===== src/verilog/pport_defs.svh =====
// constants of the parallel port register block
// assumes inclusion by bare name from the design files
`ifndef PPORT_DEFS_SVH
`define PPORT_DEFS_SVH

// port offsets from the base address
`define OFS_DATA      3'h0
`define OFS_STATUS    3'h1
`define OFS_CONTROL   3'h2
`define OFS_EPP_ADDR  3'h3
`define OFS_EPP_DATA0 3'h4
// base compare ignores these low address bits
`define OFS_BITS      3

// status bit positions
`define ST_TIMEOUT    0
`define ST_ERROR      3
`define ST_ONLINE     4
`define ST_PAPER      5
`define ST_ACK        6
`define ST_READY      7

// control bit positions
`define CT_STROBE     0
`define CT_FEED       1
`define CT_INIT       2
`define CT_SELECT     3
`define CT_IRQ_EN     4
`define CT_DIR        5
`define CT_WIDTH      6

// reset values
`define DATA_RESET    8'h00
`define CTRL_RESET    6'h00
`define EPP_RESET     8'h00
`define IDLE_BUS      8'h00
// strobes and active-low status pins idle high
`define STAT_SYNC_RESET 7'h72

`endif


===== src/verilog/pport_pkg.sv =====
// types shared by the parallel port register block
// assumes nothing beyond a SystemVerilog compiler
`default_nettype none
package pport_pkg;
  typedef enum logic [1:0] {
    mode_printer = 2'h0,
    mode_bidir   = 2'h1,
    mode_epp     = 2'h2,
    mode_ecp     = 2'h3
  } port_mode_t;

  typedef struct packed {
    logic error_n;
    logic online;
    logic paper_end;
    logic ack_n;
    logic busy;
  } printer_status_t;

  typedef struct packed {
    logic       valid;
    logic       addr_cycle;
    logic       write;
    logic [1:0] data_sel;
    logic [7:0] wdata;
  } epp_request_t;

  typedef enum logic [2:0] {
    st_idle  = 3'h1,
    st_read  = 3'h2,
    st_write = 3'h4
  } access_state_t;
endpackage
`default_nettype wire


===== src/verilog/pin_sync.sv =====
// two flip-flop synchroniser for pins from outside the clock domain
// assumes a synchronous active-high reset
`default_nettype none
module pin_sync #(
  parameter int        WIDTH = 1,
  parameter bit [WIDTH-1:0] RESET_VALUE = '0
) (
  input  wire logic             mclk_in,
  input  wire logic             rst_in,
  input  wire logic [WIDTH-1:0] d_in,
  output var  logic [WIDTH-1:0] q_out
);
  logic [WIDTH-1:0] meta;

  always_ff @(posedge mclk_in) begin
    if (rst_in) begin
      meta  <= RESET_VALUE;
      q_out <= RESET_VALUE;
    end else begin
      meta  <= d_in;
      q_out <= meta;
    end
  end
endmodule // pin_sync
`default_nettype wire


===== src/verilog/rise_detect.sv =====
// rising edge detector on an already synchronised level
// assumes the input is in the mclk_in domain
`default_nettype none
module rise_detect #(
  parameter int WIDTH = 1
) (
  input  wire logic             mclk_in,
  input  wire logic             rst_in,
  input  wire logic [WIDTH-1:0] level_in,
  output logic      [WIDTH-1:0] rise_out
);
  logic [WIDTH-1:0] prev;

  always_ff @(posedge mclk_in) begin
    if (rst_in) begin
      // no false edge out of reset on an idle-high pin
      prev <= '1;
    end else begin
      prev <= level_in;
    end
  end

  assign rise_out = level_in & ~prev;
endmodule // rise_detect
`default_nettype wire


===== src/verilog/parallel_port_host_registers.sv =====
// host register block of a multi-mode parallel port
// assumes host strobes, address and data arrive asynchronously;
// mode, base address and the cycle engine signals share mclk_in
`include "pport_defs.svh"
`default_nettype none

// Overview of operation
// - eight byte ports decoded at consecutive offsets from a programmable base.
// - data, status, control always; address and four data ports only in EPP mode.
// - data register clears on reset, captures on write strobe end, drives pins.
// - data port read returns live pin levels, not a stored copy.
// - status value captured at start of a read and held until it ends.
// - status bit 0 reads one once a cycle timeout was flagged.
// - timeout flag cleared by reset or by writing one in EPP mode; zero leaves it.
// - status bits 1 and 2 always read zero.
// - status bit 3 is the error input level as it stands.
// - status bit 4 is the online input level as it stands.
// - status bit 5 is the paper end input level as it stands.
// - status bit 6 is the acknowledge input level as it stands.
// - status bit 7 is the busy input inverted.
// - reset clears control bits 0 to 5; bits 6 and 7 read zero.
// - control bit 0 drives the strobe pin inverted.
// - control bit 1 drives the line feed pin inverted.
// - data and control writable always; status writable only in EPP mode.
// - control bit 2 drives the init pin without inversion.
// - control bit 3 drives the select pin inverted.
// - with control bit 4 set, acknowledge rising edge raises the interrupt.
// - control bit 5 sets pin direction except printer mode, always output.
module parallel_port_host_registers
  import pport_pkg::*;
(
  input  wire logic            mclk_in,
  input  wire logic            rst_in,
  input  wire logic [15:0]     base_addr_in,
  input  wire port_mode_t      mode_in,
  input  wire logic [15:0]     host_addr_in,
  input  wire logic            host_ior_n_in,
  input  wire logic            host_iow_n_in,
  input  wire logic [7:0]      host_data_in,
  output var  logic [7:0]      host_data_out,
  output logic                 host_data_oe_out,
  input  wire logic [7:0]      parallel_data_pins_in,
  output var  logic [7:0]      parallel_data_pins_out,
  output logic                 parallel_data_pins_oe_out,
  input  wire printer_status_t status_pins_in,
  output logic                 strobe_n_out,
  output logic                 line_feed_request_n_out,
  output logic                 printer_init_request_n_out,
  output logic                 printer_select_request_n_out,
  output var  logic            irq_out,
  input  wire logic            epp_timeout_in,
  input  wire logic            epp_busy_in,
  input  wire logic [7:0]      epp_rdata_in,
  output var  epp_request_t    epp_req_out
);

  // ************************************************************
  // pin synchronisers
  // ************************************************************
  logic [15:0]     addr_s;
  logic [7:0]      wdata_s;
  logic [7:0]      pins_s;
  logic            ior_n_s;
  logic            iow_n_s;
  printer_status_t stat_s;
  logic            ack_rise;

  pin_sync #(.WIDTH(16)) u_addr_sync (
    .mclk_in (mclk_in),
    .rst_in  (rst_in),
    .d_in    (host_addr_in),
    .q_out   (addr_s)
  );

  pin_sync #(.WIDTH(16)) u_data_sync (
    .mclk_in (mclk_in),
    .rst_in  (rst_in),
    .d_in    ({parallel_data_pins_in, host_data_in}),
    .q_out   ({pins_s, wdata_s})
  );

  pin_sync #(.WIDTH(7), .RESET_VALUE(`STAT_SYNC_RESET)) u_ctl_sync (
    .mclk_in (mclk_in),
    .rst_in  (rst_in),
    .d_in    ({host_ior_n_in, host_iow_n_in, status_pins_in}),
    .q_out   ({ior_n_s, iow_n_s, stat_s})
  );

  rise_detect #(.WIDTH(1)) u_ack_edge (
    .mclk_in  (mclk_in),
    .rst_in   (rst_in),
    .level_in (stat_s.ack_n),
    .rise_out (ack_rise)
  );

  // ************************************************************
  // host access sequencing
  // ************************************************************
  access_state_t state;
  access_state_t next_state;
  logic [2:0]    ofs;
  logic [2:0]    next_ofs;
  logic          hit;
  logic          rd_start;
  logic          wr_start;
  logic          wr_commit;
  logic          epp_ok;
  logic          cur_epp;

  assign hit      = addr_s[15:`OFS_BITS] == base_addr_in[15:`OFS_BITS];
  assign epp_ok   = mode_in == mode_epp;
  assign rd_start = state == st_idle && hit && !ior_n_s;
  assign wr_start = state == st_idle && hit && !rd_start && !iow_n_s;
  assign wr_commit = state == st_write && iow_n_s;
  assign cur_epp  = ofs >= `OFS_EPP_ADDR;

  always_comb begin
    next_state = state;
    next_ofs   = ofs;
    unique case (state)
      st_idle: begin
        if (rd_start) begin
          next_state = st_read;
          next_ofs   = addr_s[2:0];
        end else if (wr_start) begin
          next_state = st_write;
          next_ofs   = addr_s[2:0];
        end
      end
      st_read: begin
        if (ior_n_s) begin
          next_state = st_idle;
        end
      end
      st_write: begin
        if (iow_n_s) begin
          next_state = st_idle;
        end
      end
      default: begin
        next_state = st_idle;
      end
    endcase
  end

  always_ff @(posedge mclk_in) begin
    if (rst_in) begin
      state <= st_idle;
      ofs   <= `OFS_DATA;
    end else begin
      state <= next_state;
      ofs   <= next_ofs;
    end
  end

  // ************************************************************
  // registers
  // ************************************************************
  logic [7:0]            data_latch;
  logic [7:0]            next_data_latch;
  logic [`CT_WIDTH-1:0]  ctrl;
  logic [`CT_WIDTH-1:0]  next_ctrl;
  logic                  epp_timeout_flag;
  logic                  next_epp_timeout_flag;
  logic [7:0]            epp_latch;
  logic [7:0]            next_epp_latch;
  logic [7:0]            status_word;
  logic [7:0]            next_host_data;
  logic [7:0]            next_pins;
  logic                  next_irq;
  epp_request_t          next_req;
  logic                  epp_access;

  always_comb begin
    status_word               = '0;
    status_word[`ST_TIMEOUT]  = epp_timeout_flag;
    status_word[`ST_ERROR]    = stat_s.error_n;
    status_word[`ST_ONLINE]   = stat_s.online;
    status_word[`ST_PAPER]    = stat_s.paper_end;
    status_word[`ST_ACK]      = stat_s.ack_n;
    status_word[`ST_READY]    = ~stat_s.busy;
  end

  // cycle request only while EPP mode is selected
  assign epp_access = (rd_start || wr_start) && addr_s[2:0] >= `OFS_EPP_ADDR && epp_ok;

  always_comb begin
    next_data_latch       = data_latch;
    next_ctrl             = ctrl;
    next_epp_latch        = epp_latch;
    next_epp_timeout_flag = epp_timeout_flag;
    if (wr_commit) begin
      if (ofs == `OFS_DATA) begin
        next_data_latch = wdata_s;
      end
      if (ofs == `OFS_CONTROL) begin
        next_ctrl = wdata_s[`CT_WIDTH-1:0];
      end
      if (ofs == `OFS_STATUS && epp_ok && wdata_s[`ST_TIMEOUT]) begin
        next_epp_timeout_flag = 1'b0;
      end
    end
    if (wr_start && epp_access) begin
      next_epp_latch = wdata_s;
    end
    // a timeout in the clearing cycle is kept
    if (epp_timeout_in) begin
      next_epp_timeout_flag = 1'b1;
    end
  end

  always_comb begin
    next_host_data = host_data_out;
    if (rd_start) begin
      unique case (addr_s[2:0])
        `OFS_DATA:    next_host_data = pins_s;
        `OFS_STATUS:  next_host_data = status_word;
        `OFS_CONTROL: next_host_data = {2'b00, ctrl};
        default:      next_host_data = epp_ok ? epp_rdata_in : `IDLE_BUS;
      endcase
    end else if (state == st_read) begin
      if (ofs == `OFS_DATA) begin
        next_host_data = pins_s;
      end else if (cur_epp && epp_ok) begin
        next_host_data = epp_rdata_in;
      end
    end
  end

  always_comb begin
    next_pins          = (epp_busy_in && epp_ok) ? epp_latch : data_latch;
    next_irq           = ctrl[`CT_IRQ_EN] && ack_rise;
    next_req           = '0;
    next_req.valid     = epp_access;
    next_req.addr_cycle = addr_s[2:0] == `OFS_EPP_ADDR;
    next_req.write     = wr_start;
    next_req.data_sel  = 2'(addr_s[2:0] - `OFS_EPP_DATA0);
    next_req.wdata     = wdata_s;
  end

  always_ff @(posedge mclk_in) begin
    if (rst_in) begin
      data_latch             <= `DATA_RESET;
      ctrl                   <= `CTRL_RESET;
      epp_timeout_flag       <= 1'b0;
      epp_latch              <= `EPP_RESET;
      host_data_out          <= `IDLE_BUS;
      parallel_data_pins_out <= `DATA_RESET;
      irq_out                <= 1'b0;
      epp_req_out            <= '0;
    end else begin
      data_latch             <= next_data_latch;
      ctrl                   <= next_ctrl;
      epp_timeout_flag       <= next_epp_timeout_flag;
      epp_latch              <= next_epp_latch;
      host_data_out          <= next_host_data;
      parallel_data_pins_out <= next_pins;
      irq_out                <= next_irq;
      epp_req_out            <= next_req;
    end
  end

  // ************************************************************
  // pin drivers
  // ************************************************************
  // cycle ports outside EPP mode leave the host bus undriven
  assign host_data_oe_out = state == st_read && (!cur_epp || epp_ok);
  assign parallel_data_pins_oe_out = mode_in == mode_printer || !ctrl[`CT_DIR];
  assign strobe_n_out                 = ~ctrl[`CT_STROBE];
  assign line_feed_request_n_out      = ~ctrl[`CT_FEED];
  assign printer_init_request_n_out   = ctrl[`CT_INIT];
  assign printer_select_request_n_out = ~ctrl[`CT_SELECT];
endmodule // parallel_port_host_registers
`default_nettype wire


===== config.mk =====
export PLATFORM = sky130hd
export DESIGN_NAME = parallel_port_host_registers
export DESIGN_NICKNAME = d
export VERILOG_FILES = /design/src/verilog/pport_pkg.sv /design/src/verilog/pin_sync.sv /design/src/verilog/rise_detect.sv /design/src/verilog/parallel_port_host_registers.sv
export VERILOG_INCLUDE_DIRS = /design/src /design/src/verilog
export SDC_FILE = /design/constraint.sdc
export NUM_CORES = 1
export LEC_CHECK = 0
export BUFFER_PORTS_ARGS = -buffer_cell sky130_fd_sc_hd__buf_4
export CORE_UTILIZATION = 57
export CTS_BUF_LIST = sky130_fd_sc_hd__clkbuf_16
export CTS_CLUSTER_DIAMETER = 50
export DETAILED_ROUTE_END_ITERATION = 6
export PLACE_DENSITY = 0.94
export RECOVER_POWER = 25
export SYNTH_ARGS = -nofsm -noshare
export SYNTH_HDL_FRONTEND = slang
export SYNTH_SLANG_ARGS = --single-unit
export TNS_END_PERCENT = 5

===== constraint.sdc =====
create_clock -name mclk_in -period 6 [get_ports mclk_in]
set_input_delay 0.6 -clock mclk_in [delete_from_list [all_inputs] [get_ports mclk_in]]
set_output_delay 0.6 -clock mclk_in [all_outputs]
set_load 0.03 [all_outputs]

### Word-level counts from Yosys, hierarchy flattened

Index checks and enable logic that the tools add are counted.

* register bits after elaboration: 138
* input bits: 69
* output and inout port bits: 36
* logic and storage cells: 96

* $add $sub $neg: 1
* magnitude comparators: 2
* equality and inequality tests: 13
* multiplexer cells: 17
* bitwise operators: 6
* reduce and logical (&&, ||, !) cells: 36

Operator list (number)
* 8-bit two-way mux: 6
* 8-bit one-hot mux with 3 select lines: 1
* 3-bit two-way mux: 6
* 1-bit logical AND: 14
* 13-bit equality test: 1
* 3-bit by 2-bit equality test with 1-bit output (second input constant): 4
* 2-bit AND reduction: 5
* 3-bit by 1-bit equality test with 1-bit output (second input constant): 3
* 3-bit one-hot mux with 3 select lines: 1
* 2-bit nonzero test: 4
* 3-bit by 2-bit greater-or-equal comparator with 1-bit output (second input constant): 2
* 3-bit zero test: 2
* 1-bit zero test: 5
* 1-bit inverter: 5
* 2-bit by 1-bit inequality test with 1-bit output (second input constant): 2
* 3-bit equality test (second input constant): 1
* 1-bit logical OR: 3
* 1-bit two-way mux: 3
* 3-bit inequality test (second input constant): 1
* 3-bit AND reduction: 1
* 3-bit nonzero test: 1
* 2-bit equality test (second input constant): 1
* 2-bit zero test: 1
* 2-bit by 1-bit subtractor with 2-bit output (second input constant): 1
* 1-bit AND: 1

### Logic depth before layout (Yosys ltp)

* depth after elaboration: 10
* depth in mapped cells: 6
* mapped depth without buffers: 5

### By module

A second synthesis with hierarchy kept.

* cell total of the unflattened synthesis: 471
* area, all modules: 4749.6 um2

By module, submodules not included
* parallel_port_host_registers: times used 1, cells each 305, area each 2606.2 um2, seq. area each 1181.1 um2
* pin_sync at u_addr_sync ...: times used 2, cells each 67, area each 863.3 um2, seq. area each 640.6 um2
* pin_sync at u_ctl_sync: times used 1, cells each 29, area each 384.1 um2, seq. area each 280.3 um2
* rise_detect: times used 1, cells each 3, area each 32.5 um2, seq. area each 20.0 um2

### Least setup slack after synthesis

OpenSTA, ideal clock, no wires.

* path type: input -> register
* from: input base_addr_in[11]
* to: register epp_latch[0]
* library setup time: 121 ps
* arrival: 2142 ps
* required time: 5879 ps
* setup slack: 3736 ps
* stages: 6
* path buffers: 1
* cell sequence: xor2_1 nor4_2 nand4_2 or4b_1 buf_6 mux2_4

* word-level cells in the longest chain between the ends: 10

RTL lines
* start: declaration: line parallel_port_host_registers.sv:34 `input wire logic [15:0] base_addr_in,`
* 13-bit equality test (*): line parallel_port_host_registers.sv:110 `` assign hit = addr_s[15:`OFS_BITS] == base_addr_in[15:`OFS_BITS]; ``
* 1-bit logical AND (*): line parallel_port_host_registers.sv:112, parallel_port_host_registers.sv:113
* 1-bit logical AND: line parallel_port_host_registers.sv:112 `assign rd_start = state == st_idle && hit && !ior_n_s;`
* 1-bit zero test: line parallel_port_host_registers.sv:113 `assign wr_start = state == st_idle && hit && !rd_start && !iow_n_s;`
* 1-bit logical AND (2 in series): line parallel_port_host_registers.sv:113
* 1-bit logical OR: line parallel_port_host_registers.sv:185 `` assign epp_access = (rd_start || wr_start) && addr_s[2:0] >= `OFS_EPP_ADDR && epp_ok; ``
* 1-bit logical AND (no source line)
* 1-bit logical AND: line parallel_port_host_registers.sv:185
* 1-bit logical AND (*): line parallel_port_host_registers.sv:203 `if (wr_start && epp_access) begin`
* end signal: assignment: line parallel_port_host_registers.sv:246 `` epp_latch <= `EPP_RESET; ``
* end signal: assignment: line parallel_port_host_registers.sv:255 `epp_latch <= next_epp_latch;`
* end: declaration: line parallel_port_host_registers.sv:165 `logic [7:0] epp_latch;`

Every way passes the cells marked *; elsewhere a longest branch is shown, timed or not.
A chain may end at the register's enable or synchronous reset.

==> results.toml <==
[sta]
layout_setup_ws_ns = 2.844
slew_headroom_pct = -63.59
clock.fmax_mhz = 316.8
worst_slew_pin_slew_ns = 2.454
post-route-period-util_pct = 52.60
setup_viol = 0
slew_viol_final = 62
rsz0062_at_grt = "no"
min_period_ns = 3.156
setup_tns_ns = 0
hold_viol = 0
skew_ns = 0.007392

[clock_tree]
numCtsBuffers = 17
clk_latency_ns = 0.41
ctsResizeCount = 0
h-tree-depth = 4
clk_pin_slew_ns = 0.06
cts_tree = "yes"
clock_sinks = 138
root_buffer = "clkbuf_16"
cts_hold_buf = 0
cts_max_path_buffers = 2
cts_setup_buffers = 0

[synthesis]
synth_top_area_share_pct = 58.00
synth_area_leaders = "dfxtp_1 58%, nor2b_1 12%, mux2i_1 4.4%, nand2_1 3.1%, a21oi_1 2.6%"
yosys_register_bits = 138
synth_top_family_by_area = "simple AND/OR/NAND/NOR gates"
synthCells = 458
synth_fa_ha_area_share_pct = 0
seq_area_frac_synth_pct = 58.00
yosys.area.top_type = "dfxtp_1"
syn_area_mm2 = 0.004763
ys_types = 37
synth_nets = 527
synth_warnings = 0
yosys.area_share.simple_pct = 23.04
synth_compound_area_share_pct = 6.882
synth.area.mux_share_pct = 7.407
synth_xor_area_share_pct = 2.390
syn_avg_cell_area_um2 = 10.40

[global_routing]
grt-ovfl-total = 0
grt_pass1_wl_um = 17230
track_usage_pct = 26.41
grt_max_degree = 74
antenna_found_initial = 0
grt_pass1_vias = 3548

[power]
cellPowerDensity_mw_per_mm2 = 349.5
leakage_nw = 2.587
ir_worst_vdd_mv = 0.2238
total_power_mw = 2.128

[layout]
antenna_cells = 0
synthToLayoutAreaGrowth_pct = 27.87
final_cell_count_no_fill = 671
layout_common_cells = "138 x dfxtp_1, 92 x nor2b_1, 79 x buf_4"
drive_gt1_share_pct = 23.90
final_common_cell = "dfxtp_1"
final_nets = 625

[die]
die_area_mm2 = 0.008726
io_pins = 105
dieWidth_um = 93.42
initial_core_util_pct = 60.39
fp-row-count = 32
core_area_mm2 = 0.007888
die_h_um = 93.42

[place]
dpl_worst_slack_ns = 3.198
dp_hpwl_um = 6844
portBuffers = 101
placed_cells = 639
place_congestion = 0.8007

[route]
drt_iter0_drc = 425
drt-total-wl_um = 10880
route.detailed.drc = 0
antenna_left = 0
drtPass1Iterations = 5
via_count = 3587
wl_per_cell_um = 16.21
routed_via_density = 5.346

[critical_path]
crit_type = "primary input to register"
cp.required_ns = 6.29
crit_path_start_kind = "primary input"
cp.arrival_ns = 3.45
critPathMaxFanout = 61
worst_setup_path_end_kind = "register"

[status]
violations = "max-capacitance violations, max-slew violations"
status = "finished, violations left"

[worst_hold_path]
holdCritPathClass = "primary input to register"

[flow_run]
drv_cap = 1
==> flip-flops by register name, summed over array words and instances (netlist names), 3 cells and up <==
register and count:
u_addr_sync.meta 16, u_addr_sync.q_out 16, u_data_sync.meta 16, u_data_sync.q_out 16, epp_req_out 13, data_latch 8, epp_latch 8, host_data_out 8
parallel_data_pins_out 8, u_ctl_sync.meta 7, u_ctl_sync.q_out 7, ctrl 6, ofs 3, state 3
==> cell families after synthesis <==
group	Yosys count
buffers and inverters	27
and+or+nand+nor	198
muxes	31
AOI/OAI and AO/OA	51
DFF	138
xor gates and xnor gates	13
==> worst max-delay path: stages <==
cell and delay [ns]:
clkbuf_1 1.70, nor3_1 0.60, a221o_1 0.53
==> power by group <==
part           total [mW]  internal, mW  switching [mW]
clock                1.08         0.662           0.413
sequential          0.957         0.943          0.0138
combinational      0.0956        0.0509          0.0447
total                2.13          1.66           0.472
==> synthesized netlist by cell type (all sizes together) <==
| library cell | n |
|---|---|
| mux2i | 21 |
| nand3 | 11 |
| mux2 | 10 |
| dfxtp | 138 |
| nor3 | 5 |
| nor2 | 25 |
| or4b | 1 |
| o31ai | 4 |
| a31oi | 1 |
| a21oi | 25 |
| or2 | 10 |
| o21a | 1 |
| and3b | 1 |
| nand4 | 1 |
| a211oi | 1 |
| nand2b | 4 |
| o21ai | 6 |
| buf | 2 |
| a221o | 8 |
| nand2 | 39 |
| xor2 | 13 |
| and3 | 1 |
| clkbuf | 21 |
| a2111oi | 1 |
| or3b | 1 |
| nor2b | 92 |
| nor4bb | 1 |
| or3 | 1 |
| nor4 | 4 |
| a21o | 3 |
| inv | 4 |
| nand3b | 1 |
| a211o | 1 |
==> stage by stage <==
stage | cell area (um^2) | hold slack [ns] | utilization [%]
6_report | 6091 | 0.3726 | 77.22
5_1_grt | 6091 | 0.3668 | 77.22
4_1_cts | 6177 | 0.3621 | 78.32
3_5_place_dp | 5563 | 0.3824 | 70.53
3_3_place_gp | 5563 | 0.3804 | 70.53
2_1_floorplan | 4763 | 0.3734 | -
==> layer usage <==
layer / GRT usage, % / share of wire (%) / wire (um) / up-vias
met5: 0 / 0 / 0 / -
met3: 7.886 / 7.2 / 782 / 34
met1: 29.95 / 39 / 4256 / 1676
met4: 11.41 / 3.0 / 330 / 0
met2: 45.89 / 51 / 5509 / 173
li1: - / - / - / 1704
==> final cells by class <==
type	count	area [um^2]
timing repair buffer	102	679.4
multi-input combinational	293	1892
tap	102	127.6
clock buffer	17	425.4
sequential	138	2763
fill	482	1797
inverter	4	15.01
clock inverter	15	188.9
==> worst paths after layout <==
path                            cells after the start  slack [ns]                            end                       startpoint
worst max-delay path                                3        2.84  host_data_out[4]$_SDFFE_PP0P_                           rst_in
worst min register to register                      1        0.39             irq_out$_SDFF_PP0_       u_ack_edge.prev$_SDFF_PP1_
worst min-delay path                                2        0.37  u_ctl_sync.meta[1]$_SDFF_PP1_                status_pins_in[1]
worst max register to register                      4        3.25      epp_latch[3]$_SDFFE_PP0P_  u_addr_sync.q_out[1]$_SDFF_PP0_
Note: power is estimated with default switching activity, not from simulation.
